`config.mk`:
```
export PLATFORM = sky130hd
export DESIGN_NAME = pscr_phy_ctrl
export DESIGN_NICKNAME = d
export VERILOG_FILES = /design/src/pscr_pkg.sv /design/src/pscr_phy_ctrl.sv
export VERILOG_INCLUDE_DIRS = /design/src /design/src/src
export SDC_FILE = /design/constraint.sdc
export NUM_CORES = 1
export LEC_CHECK = 0
export BUFFER_PORTS_ARGS = -buffer_cell sky130_fd_sc_hd__buf_2
export CELL_PAD_IN_SITES_DETAIL_PLACEMENT = 1
export CELL_PAD_IN_SITES_GLOBAL_PLACEMENT = 1
export CORE_MARGIN = 2
export CORE_UTILIZATION = 37
export CTS_BUF_LIST = sky130_fd_sc_hd__clkbuf_16
export DETAILED_ROUTE_END_ITERATION = 10
export PLACE_DENSITY_LB_ADDON = 0.1
export SETUP_SLACK_MARGIN = 0.5
export SLEW_MARGIN = 20
export SYNTH_ARGS = -nofsm -noshare
export SYNTH_HDL_FRONTEND = slang
export SYNTH_SLANG_ARGS = --single-unit
```
`constraint.sdc`:
```
create_clock -name clk -period 2.58 [get_ports clk]
set_input_delay 0.516 -clock clk [delete_from_list [all_inputs] [get_ports clk]]
set_output_delay 0.516 -clock clk [all_outputs]
set_load 0.02 [all_outputs]
```
`src/pscr_consts.svh`:
```
// Register indices, field positions, reset values and frame counts of the strap/control block.
`ifndef PSCR_CONSTS_SVH
`define PSCR_CONSTS_SVH

`define PSCR_REG_CTRL   5'h00
`define PSCR_REG_STAT   5'h01
`define PSCR_REG_ID_HI  5'h02
`define PSCR_REG_ID_LO  5'h03
`define PSCR_REG_ADV    5'h04
`define PSCR_REG_LPA    5'h05

`define PSCR_B_RESET    15
`define PSCR_B_LOOP     14
`define PSCR_B_SPD      13
`define PSCR_B_ANEN     12
`define PSCR_B_PDN      11
`define PSCR_B_ISO      10
`define PSCR_B_RSTAN    9
`define PSCR_B_DPX      8

`define PSCR_ADV_PAUSE  10
`define PSCR_ADV_TXFD   8
`define PSCR_ADV_10FD   6
`define PSCR_ADV_RESET  16'h01e1
`define PSCR_ADV_WMASK  16'h25e0

`define PSCR_OP_READ    2'h2
`define PSCR_OP_WRITE   2'h1
`define PSCR_HDR_LAST   5'h0b
`define PSCR_DATA_LAST  5'h0f
`define PSCR_FIBRE_PORT 2'h3

`endif

```
`src/pscr_pkg.sv`:
```
// Types shared by the strap capture and management control logic.
package pscr_pkg;

  typedef enum logic [2:0] {
    st_idle  = 3'h0,
    st_start = 3'h1,
    st_hdr   = 3'h3,
    st_ta    = 3'h2,
    st_data  = 3'h6
  } pscr_state_t;

  typedef struct packed {
    logic       fibre_n;
    logic [2:0] addr_hi;
    logic       order;
    logic       forced_speed_strap;
    logic       autoneg_strap;
    logic       duplex_strap;
    logic       pause;
    logic       test_n;
    logic       led_pol;
  } pscr_strap_t;

  typedef struct packed {
    logic loopback;
    logic speed;
    logic an_enable;
    logic power_down;
    logic isolate;
    logic duplex;
  } pscr_ctrl_t;

endpackage : pscr_pkg

```
`src/pscr_phy_ctrl.sv`:
```
// Strap capture, per-port control and advertisement registers, and the serial management slave.
`timescale 1ns/1ps
`include "pscr_consts.svh"

module pscr_phy_ctrl #(
  parameter logic [15:0] ID_HIGH = 16'h0a5a,  // Arbitrary neutral identifier value.
  parameter logic [15:0] ID_LOW  = 16'h5a51   // Arbitrary neutral identifier value.
) (
  input  wire logic                          clk,
  input  wire logic                          reset,
  input  wire logic                          ce,
  input  wire logic                          mdc,
  input  wire logic                          mdio_in,
  output logic                               mdio_out,
  output logic                               mdio_oe,
  input  wire pscr_pkg::pscr_strap_t         straps,
  input  wire logic [3:0]                    an_speed_in,
  input  wire logic [3:0]                    an_duplex_in,
  input  wire logic [3:0][15:0]              status_in,
  input  wire logic [3:0][15:0]              partner_in,
  output pscr_pkg::pscr_ctrl_t [3:0]         ctrl_out,
  output logic [3:0]                         phy_reset_pulse,
  output logic [3:0]                         an_restart_pulse,
  output logic [3:0][4:0]                    port_addr,
  output logic                               fibre_mode,
  output logic                               test_mode,
  output logic                               led_active_low
);

  //////////////////////////////////////////////////////////////////////////////////////////////

  // The mapping is its own inverse, so it serves both address-to-port and port-to-address.
  function automatic logic [1:0] addr_to_port(input logic [1:0] low, input logic order);
    return order ? low : ~low;
  endfunction : addr_to_port

  function automatic logic is_fibre(input logic [1:0] p, input pscr_pkg::pscr_strap_t s);
    return !s.fibre_n && (p == `PSCR_FIBRE_PORT);
  endfunction : is_fibre

  function automatic pscr_pkg::pscr_ctrl_t ctrl_default(input logic [1:0] p,
                                                        input pscr_pkg::pscr_strap_t s);
    pscr_pkg::pscr_ctrl_t c;
    c = '0;
    c.an_enable = s.autoneg_strap & ~is_fibre(p, s);
    c.speed     = is_fibre(p, s) | (s.forced_speed_strap & ~s.autoneg_strap);
    c.duplex    = s.duplex_strap;
    return c;
  endfunction : ctrl_default

  function automatic logic [15:0] adv_default(input pscr_pkg::pscr_strap_t s);
    logic [15:0] a;
    a = `PSCR_ADV_RESET;
    a[`PSCR_ADV_PAUSE] = s.pause;
    a[`PSCR_ADV_TXFD]  = s.autoneg_strap ? s.duplex_strap : 1'b1;
    a[`PSCR_ADV_10FD]  = s.autoneg_strap ? s.duplex_strap : 1'b1;
    return a;
  endfunction : adv_default

  //////////////////////////////////////////////////////////////////////////////////////////////

  pscr_pkg::pscr_strap_t      strap_r;
  logic                       strap_done_r;
  pscr_pkg::pscr_ctrl_t [3:0] ctrl_r;
  logic [3:0][15:0]           adv_r;
  pscr_pkg::pscr_state_t      state_r;
  logic [4:0]                 cnt_r;
  logic [15:0]                sh_r;
  logic                       rd_r;
  logic                       hit_r;
  logic [1:0]                 port_sel_r;
  logic [4:0]                 reg_sel_r;
  logic                       mdc_prev_r;
  logic                       mdio_out_r;
  logic                       mdio_oe_r;
  pscr_pkg::pscr_ctrl_t [3:0] ctrl_out_r;
  logic [3:0]                 phy_reset_r;
  logic [3:0]                 an_restart_r;
  logic [3:0][4:0]            port_addr_r;
  logic                       fibre_mode_r;
  logic                       test_mode_r;
  logic                       led_r;
  logic [15:0]                rd_word_w;
  wire pscr_pkg::pscr_ctrl_t [3:0] eff_ctrl;

  wire        mdc_rise = mdc & ~mdc_prev_r;
  wire [11:0] hdr_w    = {sh_r[10:0], mdio_in};
  wire [15:0] wr_data  = {sh_r[14:0], mdio_in};
  wire        hdr_end  = mdc_rise && (state_r == pscr_pkg::st_hdr) && (cnt_r == `PSCR_HDR_LAST);
  wire        data_end = mdc_rise && (state_r == pscr_pkg::st_data) && (cnt_r == `PSCR_DATA_LAST);
  wire        wr_en    = data_end && !rd_r && hit_r;
  wire        wr_ctrl  = wr_en && (reg_sel_r == `PSCR_REG_CTRL);
  wire        wr_adv   = wr_en && (reg_sel_r == `PSCR_REG_ADV);
  wire        sel_fib  = is_fibre(port_sel_r, strap_r);
  wire        op_ok    = (hdr_w[11:10] == `PSCR_OP_READ) || (hdr_w[11:10] == `PSCR_OP_WRITE);

  //////////////////////////////////////////////////////////////////////////////////////////////
  // Effective per-port controls: what drives the port, and what is read back for speed, negotiation and duplex.

  for (genvar g = 0; g < 4; g++) begin : g_eff
    wire fib_w = is_fibre(2'(g), strap_r);
    wire spd_w = fib_w | (ctrl_r[g].an_enable ? an_speed_in[g] : ctrl_r[g].speed);
    assign eff_ctrl[g] = '{
      loopback:   ctrl_r[g].loopback & ~spd_w,
      speed:      spd_w,
      an_enable:  ctrl_r[g].an_enable & ~fib_w,
      power_down: ctrl_r[g].power_down,
      isolate:    ctrl_r[g].isolate,
      duplex:     (ctrl_r[g].an_enable && !fib_w) ? an_duplex_in[g] : ctrl_r[g].duplex
    };
  end

  always_comb begin
    rd_word_w = 16'h0000;
    case (reg_sel_r)
      `PSCR_REG_CTRL: rd_word_w = {1'b0, ctrl_r[port_sel_r].loopback,
                                   eff_ctrl[port_sel_r].speed, eff_ctrl[port_sel_r].an_enable,
                                   ctrl_r[port_sel_r].power_down, ctrl_r[port_sel_r].isolate,
                                   1'b0, eff_ctrl[port_sel_r].duplex, 8'h00};
      `PSCR_REG_STAT:  rd_word_w = status_in[port_sel_r];
      `PSCR_REG_ID_HI: rd_word_w = ID_HIGH;
      `PSCR_REG_ID_LO: rd_word_w = ID_LOW;
      `PSCR_REG_ADV:   rd_word_w = adv_r[port_sel_r];
      `PSCR_REG_LPA:   rd_word_w = partner_in[port_sel_r];
      default:         rd_word_w = 16'h0000;
    endcase
  end

  //////////////////////////////////////////////////////////////////////////////////////////////
  // Straps are taken on the first enabled edge after reset and then held for good.

  always_ff @(posedge clk) begin
    if (reset) begin
      strap_r      <= '0;
      strap_done_r <= 1'b0;
      port_addr_r  <= '0;
    end else if (ce && !strap_done_r) begin
      strap_r      <= straps;
      strap_done_r <= 1'b1;
      for (int p = 0; p < 4; p++) begin
        port_addr_r[p] <= {straps.addr_hi, addr_to_port(2'(p), straps.order)};
      end
    end
  end

  always_ff @(posedge clk) begin
    if (reset) begin
      ctrl_r       <= '0;
      adv_r        <= '0;
      phy_reset_r  <= 4'h0;
      an_restart_r <= 4'h0;
    end else if (ce) begin
      phy_reset_r  <= 4'h0;
      an_restart_r <= 4'h0;
      if (!strap_done_r) begin
        for (int p = 0; p < 4; p++) begin
          ctrl_r[p] <= ctrl_default(2'(p), straps);
          adv_r[p]  <= adv_default(straps);
        end
      end else if (wr_ctrl && wr_data[`PSCR_B_RESET]) begin
        // A port reset returns that port's registers to their strap defaults.
        ctrl_r[port_sel_r]      <= ctrl_default(port_sel_r, strap_r);
        adv_r[port_sel_r]       <= adv_default(strap_r);
        phy_reset_r[port_sel_r] <= 1'b1;
      end else if (wr_ctrl) begin
        ctrl_r[port_sel_r].loopback   <= wr_data[`PSCR_B_LOOP];
        ctrl_r[port_sel_r].power_down <= wr_data[`PSCR_B_PDN];
        ctrl_r[port_sel_r].isolate    <= wr_data[`PSCR_B_ISO];
        if (!sel_fib) begin
          ctrl_r[port_sel_r].an_enable <= wr_data[`PSCR_B_ANEN];
        end
        if (!sel_fib && !ctrl_r[port_sel_r].an_enable) begin
          ctrl_r[port_sel_r].speed <= wr_data[`PSCR_B_SPD];
        end
        if (sel_fib || !ctrl_r[port_sel_r].an_enable) begin
          ctrl_r[port_sel_r].duplex <= wr_data[`PSCR_B_DPX];
        end
        an_restart_r[port_sel_r] <= wr_data[`PSCR_B_RSTAN];
      end else if (wr_adv) begin
        adv_r[port_sel_r] <= (adv_r[port_sel_r] & ~`PSCR_ADV_WMASK) |
                             (wr_data & `PSCR_ADV_WMASK);
      end
    end
  end

  //////////////////////////////////////////////////////////////////////////////////////////////
  // Management frame engine; preamble may be suppressed, so a 0 then 1 starts a frame.
  // It never looks at power-down or isolate, so management keeps answering in both.

  always_ff @(posedge clk) begin
    if (reset) begin
      state_r    <= pscr_pkg::st_idle;
      cnt_r      <= 5'h00;
      sh_r       <= 16'h0000;
      rd_r       <= 1'b0;
      hit_r      <= 1'b0;
      port_sel_r <= 2'h0;
      reg_sel_r  <= 5'h00;
      // A master may leave its clock high across reset; a high start level avoids a false edge.
      mdc_prev_r <= 1'b1;
      mdio_out_r <= 1'b0;
      mdio_oe_r  <= 1'b0;
    end else if (ce) begin
      mdc_prev_r <= mdc;
      if (mdc_rise) begin
        case (state_r)
          pscr_pkg::st_idle: begin
            if (!mdio_in) state_r <= pscr_pkg::st_start;
          end
          pscr_pkg::st_start: begin
            state_r <= mdio_in ? pscr_pkg::st_hdr : pscr_pkg::st_idle;
            cnt_r   <= 5'h00;
          end
          pscr_pkg::st_hdr: begin
            sh_r  <= wr_data;
            cnt_r <= cnt_r + 5'h01;
            if (hdr_end) begin
              // Frames for other addresses are still walked through to stay in step.
              state_r    <= op_ok ? pscr_pkg::st_ta : pscr_pkg::st_idle;
              cnt_r      <= 5'h00;
              rd_r       <= (hdr_w[11:10] == `PSCR_OP_READ);
              hit_r      <= strap_done_r && (hdr_w[9:7] == strap_r.addr_hi);
              port_sel_r <= addr_to_port(hdr_w[6:5], strap_r.order);
              reg_sel_r  <= hdr_w[4:0];
            end
          end
          pscr_pkg::st_ta: begin
            cnt_r <= cnt_r + 5'h01;
            if (cnt_r == 5'h00) begin
              sh_r       <= rd_word_w;
              mdio_oe_r  <= rd_r && hit_r;
              mdio_out_r <= 1'b0;
            end else begin
              state_r    <= pscr_pkg::st_data;
              cnt_r      <= 5'h00;
              mdio_out_r <= sh_r[15];
              sh_r       <= {sh_r[14:0], 1'b0};
            end
          end
          pscr_pkg::st_data: begin
            cnt_r <= cnt_r + 5'h01;
            if (rd_r) begin
              mdio_out_r <= sh_r[15];
              sh_r       <= {sh_r[14:0], 1'b0};
            end else begin
              sh_r <= wr_data;
            end
            if (data_end) begin
              state_r    <= pscr_pkg::st_idle;
              mdio_oe_r  <= 1'b0;
              mdio_out_r <= 1'b0;
            end
          end
          default: state_r <= pscr_pkg::st_idle;
        endcase
      end
    end
  end

  //////////////////////////////////////////////////////////////////////////////////////////////

  always_ff @(posedge clk) begin
    if (reset) begin
      ctrl_out_r   <= '0;
      fibre_mode_r <= 1'b0;
      test_mode_r  <= 1'b0;
      led_r        <= 1'b0;
    end else if (ce) begin
      ctrl_out_r   <= eff_ctrl;
      fibre_mode_r <= strap_done_r & ~strap_r.fibre_n;
      test_mode_r  <= strap_done_r & ~strap_r.test_n;
      led_r        <= strap_done_r & strap_r.led_pol;
    end
  end

  assign mdio_out         = mdio_out_r;
  assign mdio_oe          = mdio_oe_r;
  assign ctrl_out         = ctrl_out_r;
  assign phy_reset_pulse  = phy_reset_r;
  assign an_restart_pulse = an_restart_r;
  assign port_addr        = port_addr_r;
  assign fibre_mode       = fibre_mode_r;
  assign test_mode        = test_mode_r;
  assign led_active_low   = led_r;

  //////////////////////////////////////////////////////////////////////////////////////////////

  AST_FIBRE_RO: assert property (@(posedge clk) disable iff (reset)
    strap_done_r && !strap_r.fibre_n |-> eff_ctrl[3].speed && !ctrl_r[3].an_enable)
    else $error("fibre port speed or negotiation wrong");
  AST_ADDR_ORDER: assert property (@(posedge clk) disable iff (reset)
    strap_done_r |-> port_addr_r[0][1:0] == (strap_r.order ? 2'h0 : 2'h3) &&
                     port_addr_r[3][1:0] == (strap_r.order ? 2'h3 : 2'h0))
    else $error("port address order wrong");
  AST_STRAP_CTRL: assert property (@(posedge clk) disable iff (reset)
    $rose(strap_done_r) |-> ctrl_r[0].an_enable == strap_r.autoneg_strap &&
                            (strap_r.autoneg_strap || ctrl_r[0].speed == strap_r.forced_speed_strap))
    else $error("control defaults do not follow straps");
  AST_STRAP_ADV: assert property (@(posedge clk) disable iff (reset)
    $rose(strap_done_r) |-> adv_r[1][10] == strap_r.pause &&
                            (!strap_r.autoneg_strap || adv_r[1][8] == strap_r.duplex_strap))
    else $error("advertisement defaults do not follow straps");
  AST_RESET_PULSE: assert property (@(posedge clk) disable iff (reset)
    ce && strap_done_r && wr_ctrl && wr_data[`PSCR_B_RESET] |=> phy_reset_r[port_sel_r])
    else $error("port reset pulse missing");
  AST_RESTART_PULSE: assert property (@(posedge clk) disable iff (reset)
    ce && strap_done_r && wr_ctrl && !wr_data[15] && wr_data[9] |=> an_restart_r[port_sel_r])
    else $error("negotiation restart pulse missing");
  AST_DPX_LOCK: assert property (@(posedge clk) disable iff (reset)
    ce && strap_done_r && wr_ctrl && !wr_data[15] && !sel_fib && ctrl_r[port_sel_r].an_enable
    |=> ctrl_r[port_sel_r].duplex == $past(ctrl_r[port_sel_r].duplex))
    else $error("duplex written while negotiating");
  AST_MGMT_ANSWER: assert property (@(posedge clk) disable iff (reset)
    ce && mdc_rise && state_r == pscr_pkg::st_ta && cnt_r == 5'h00 && rd_r && hit_r
    |=> mdio_oe_r && !mdio_out_r)
    else $error("management read not answered");
  AST_RESERVED_ZERO: assert property (@(posedge clk) disable iff (reset)
    reg_sel_r > `PSCR_REG_LPA || reg_sel_r == `PSCR_REG_CTRL |-> rd_word_w[7:0] == 8'h00)
    else $error("reserved bits read nonzero");

endmodule : pscr_phy_ctrl

```
==> flow_metrics.py <==
metrics = {
    "outcome": {
        "status": "finished clean",
    },
    "place": {
        "hpwl_um": 26910,
        "routabilityCongestion": 0.9042,
        "placed_area_mm2": 0.01101,
        "port_buffers": 208,
    },
    "synthesis": {
        "syn_area_per_cell_um2": 8.934,
        "ys_seq_elements": 172,
        "synthesis.nets": 1184,
        "synthArstFlopShare_pct": 0,
        "synth-adder-area-share_pct": 0.5450,
        "ys_warn_count": 0,
        "netlist.area_leader.share_pct": 37.49,
        "synth-xor-area-share_pct": 0.6676,
        "synth-compound-area-share_pct": 18.15,
        "synth_cells": 1028,
        "synthFlopType": "dfxtp_1",
        "ys_seq_area_share_pct": 37.49,
        "synth_edf_count": 0,
        "ys_types": 74,
        "syn_area_mm2": 0.009184,
        "synth_simple_gate_area_share_pct": 20.40,
        "synth.area.mux_share_pct": 16.95,
        "synth_top_family_by_area": "simple AND/OR/NAND/NOR gates",
        "synth.area.top_cells": "dfxtp_1, mux4_2, a21oi_1",
        "synth_largest_area_cell": "dfxtp_1",
    },
    "cts": {
        "ctsHoldBuffers": 0,
        "cts_tree": "built",
        "cts-root-buf": "clkbuf_16",
        "path_clk_slew_ns": 0.07,
        "cts_buffers": 17,
        "clk_path_buf_depth": 2,
        "htreeDepth": 4,
        "clk_latency_ns": 0.44,
        "cts.sinks": 172,
    },
    "detailed_routing": {
        "drtAntennaViolNets": 0,
        "drc": 0,
        "vias": 9655,
        "viasPerCell": 5.820,
        "wirelength_um": 39310,
        "first_pass_iters": 5,
        "routedWlPerCell_um": 23.70,
        "drtIter0Drc": 676,
    },
    "global_routing": {
        "busiest_layer": "met2",
        "met2_usage_pct": 47.90,
        "grtUsageMet3_pct": 4.443,
        "grt_first_pass_wirelength_um": 57410,
        "grt-ovfl-total": 0,
        "grt_max_degree": 47,
        "antenna_found_initial": 0,
        "grt_pass1_vias": 9782,
        "gr-usage-met1_pct": 38.17,
        "grt_usage_pct": 28.54,
    },
    "power": {
        "p_leak_nw": 5.278,
        "powerDensity_mw_per_mm2": 465.7,
        "ir_worst_vdd_mv": 0.4330,
    },
    "cells_and_area": {
        "drive_gt1_share_pct": 49.10,
        "n_fill_cell": 2779,
        "layout.nets": 1477,
        "synthToLayoutAreaGrowth_pct": 47.21,
        "final_cell_mix": "buf_2, dfxtp_1, nor2_1",
        "post-route-util_pct": 55.59,
        "multi_input_area_mm2": 0.006351,
        "regArea_mm2": 0.003457,
        "layout_commonest_cell": "buf_2",
        "stdcell_area_mm2": 0.01352,
    },
    "floorplan": {
        "start_util_pct": 37.76,
        "die_area_mm2": 0.02610,
        "io_pins": 209,
        "std_cell_rows": 57,
        "core_area_mm2": 0.02432,
        "fp.dieW_um": 161.5,
        "die_height_um": 161.5,
    },
    "critical_path": {
        "critPathSlowestCell": "or4_4",
        "crit_buf_inv": 2,
        "worst-path-max-fanout": 5,
        "cpPeakStageDelay_ns": 0.50,
        "critical_path.startpoint_type": "flop",
        "worstPathRequired_ns": 2.90,
        "startpoint": "cnt_r[0]$_SDFFE_PP0P_",
        "worst_setup_path_end_kind": "flop",
        "cp_cell_sequence": "ha_4 > and3_4 > ha_4 > nand3b_1 > or4_4 > nor2_4 > buf_6 > buf_12 > mux2_4 > a21oi_2 > a21oi_2",
        "timing.rr.start": "cnt_r[0]$_SDFFE_PP0P_",
        "crit_arrival_ns": 2.81,
        "critPathKind": "flop to flop",
        "cp_top_family": "simple AND/OR/NAND/NOR gates",
    },
    "timing": {
        "setup_viol": 0,
        "timing.final.max_slew_violations": 0,
        "max-slew-margin-rel_pct": 34.63,
        "fin_crit_sh_pct": 96.39,
        "rsz0062_at_grt": "yes",
        "fmax_ghz": 0.4021,
        "worstMarginPinSlew_ns": 0.9702,
        "clock_skew_ns": 0.01480,
        "min_period_ns": 2.487,
        "hold_violations": 0,
        "setup_tns_ns": 0,
        "whs_ns": 0.3076,
    },
    "flow_run": {
        "cap_violations": 0,
    },
    "hold_path": {
        "hp-start": "straps[0]",
        "hold_path.class": "input pin to flop",
    },
}
-- tightest hold or removal path: stages --
cell	delay (ns)
buf_2	0.09
nand2_1	0.04
a21oi_1	0.05
-- registers in the layout, indices dropped and copies added (netlist names), 2 cells and up --
name,cells
state_r,3
ctrl_out,24
ctrl_r,24
an_restart_pulse,4
sh_r,16
reg_sel_r,5
cnt_r,5
phy_reset_pulse,4
strap_r,10
port_addr,2
adv_r,64
port_sel_r,2
-- stage by stage --
step / worst slack, ns / total power (W) / std cells
2_1_floorplan: 0.2732 / 0.003213 / 1028
3_3_place_gp: 0.1070 / 0.003494 / 1550
3_5_place_dp: 0.05669 / 0.003505 / 1550
4_1_cts: 0.1193 / 0.006227 / 1625
5_1_grt: 0.008852 / 0.006484 / 1658
6_report: 0.09323 / 0.006296 / 1659
-- path summary, 6_finish.rpt --
path                        endpoint  slack (ns)  cells past startpoint
max reg2reg  ctrl_r[15]$_SDFFE_PP0P_        0.09                     11
max          ctrl_r[15]$_SDFFE_PP0P_        0.09                     11
min reg2reg    mdio_out$_SDFFE_PP0P_        0.45                      2
min          strap_r[0]$_SDFFE_PP0P_        0.31                      3
-- per-layer routing --
layer	vias to the layer above	wire length, µm
li1	4357	-
met5	-	0
met2	314	19680
met1	4903	16610
met4	0	1176
met3	81	1843
-- synthesized netlist by cell type (3+ instances only) --
cell type	number
nand3_1	41
nor2_1	121
nand2b_1	10
xnor2_1	5
buf_2	15
buf_1	7
ha_1	4
a211oi_1	34
dfxtp_1	172
clkbuf_1	48
buf_4	24
inv_1	15
o31ai_1	6
o22ai_1	3
nand2_1	100
mux2_2	6
mux4_2	51
o21ai_0	31
a21oi_1	96
nor3b_1	5
o21ai_1	5
mux2i_1	34
o211ai_1	4
a31oi_1	6
nor2b_1	11
or3_1	12
or4_1	6
a221oi_1	11
nand4_1	6
and2_1	23
nor4_1	4
nor3_1	33
a311oi_1	7
o32ai_1	3
a22oi_1	23
-- where the power goes --
group | switching (W) | leakage [nW] | internal, W
Sequential | 0.0000636 | 1.40 | 0.00272
Clock | 0.00123 | 0.289 | 0.00145
Combinational | 0.000460 | 3.59 | 0.000369
-- logic make-up after synthesis --
logic type | after synthesis
simple gates | 390
compound gates | 253
flops | 172
buf+inv | 111
mux | 91
xor+xnor | 7
fa+ha+maj | 4
-- what timing repair did --
item	CTS	global route
gates resized for setup	168	126
pin swaps	97	77
cloned	3	1
endpoints found under the setup margin	112	124
buffers inserted	40	32
-- cell type report --
class / instances / share of cell area, %
multi-input cells: 745 / 46.98
flip-flops and latches: 172 / 25.57
clock buffers: 17 / 3.147
repair buffers: 369 / 19.60
well taps: 324 / 2.999
clock inverters: 15 / 1.222
inverters: 16 / 0.4627
diodes: 1 / 0.01851
Power figures use the tool's default switching activity.
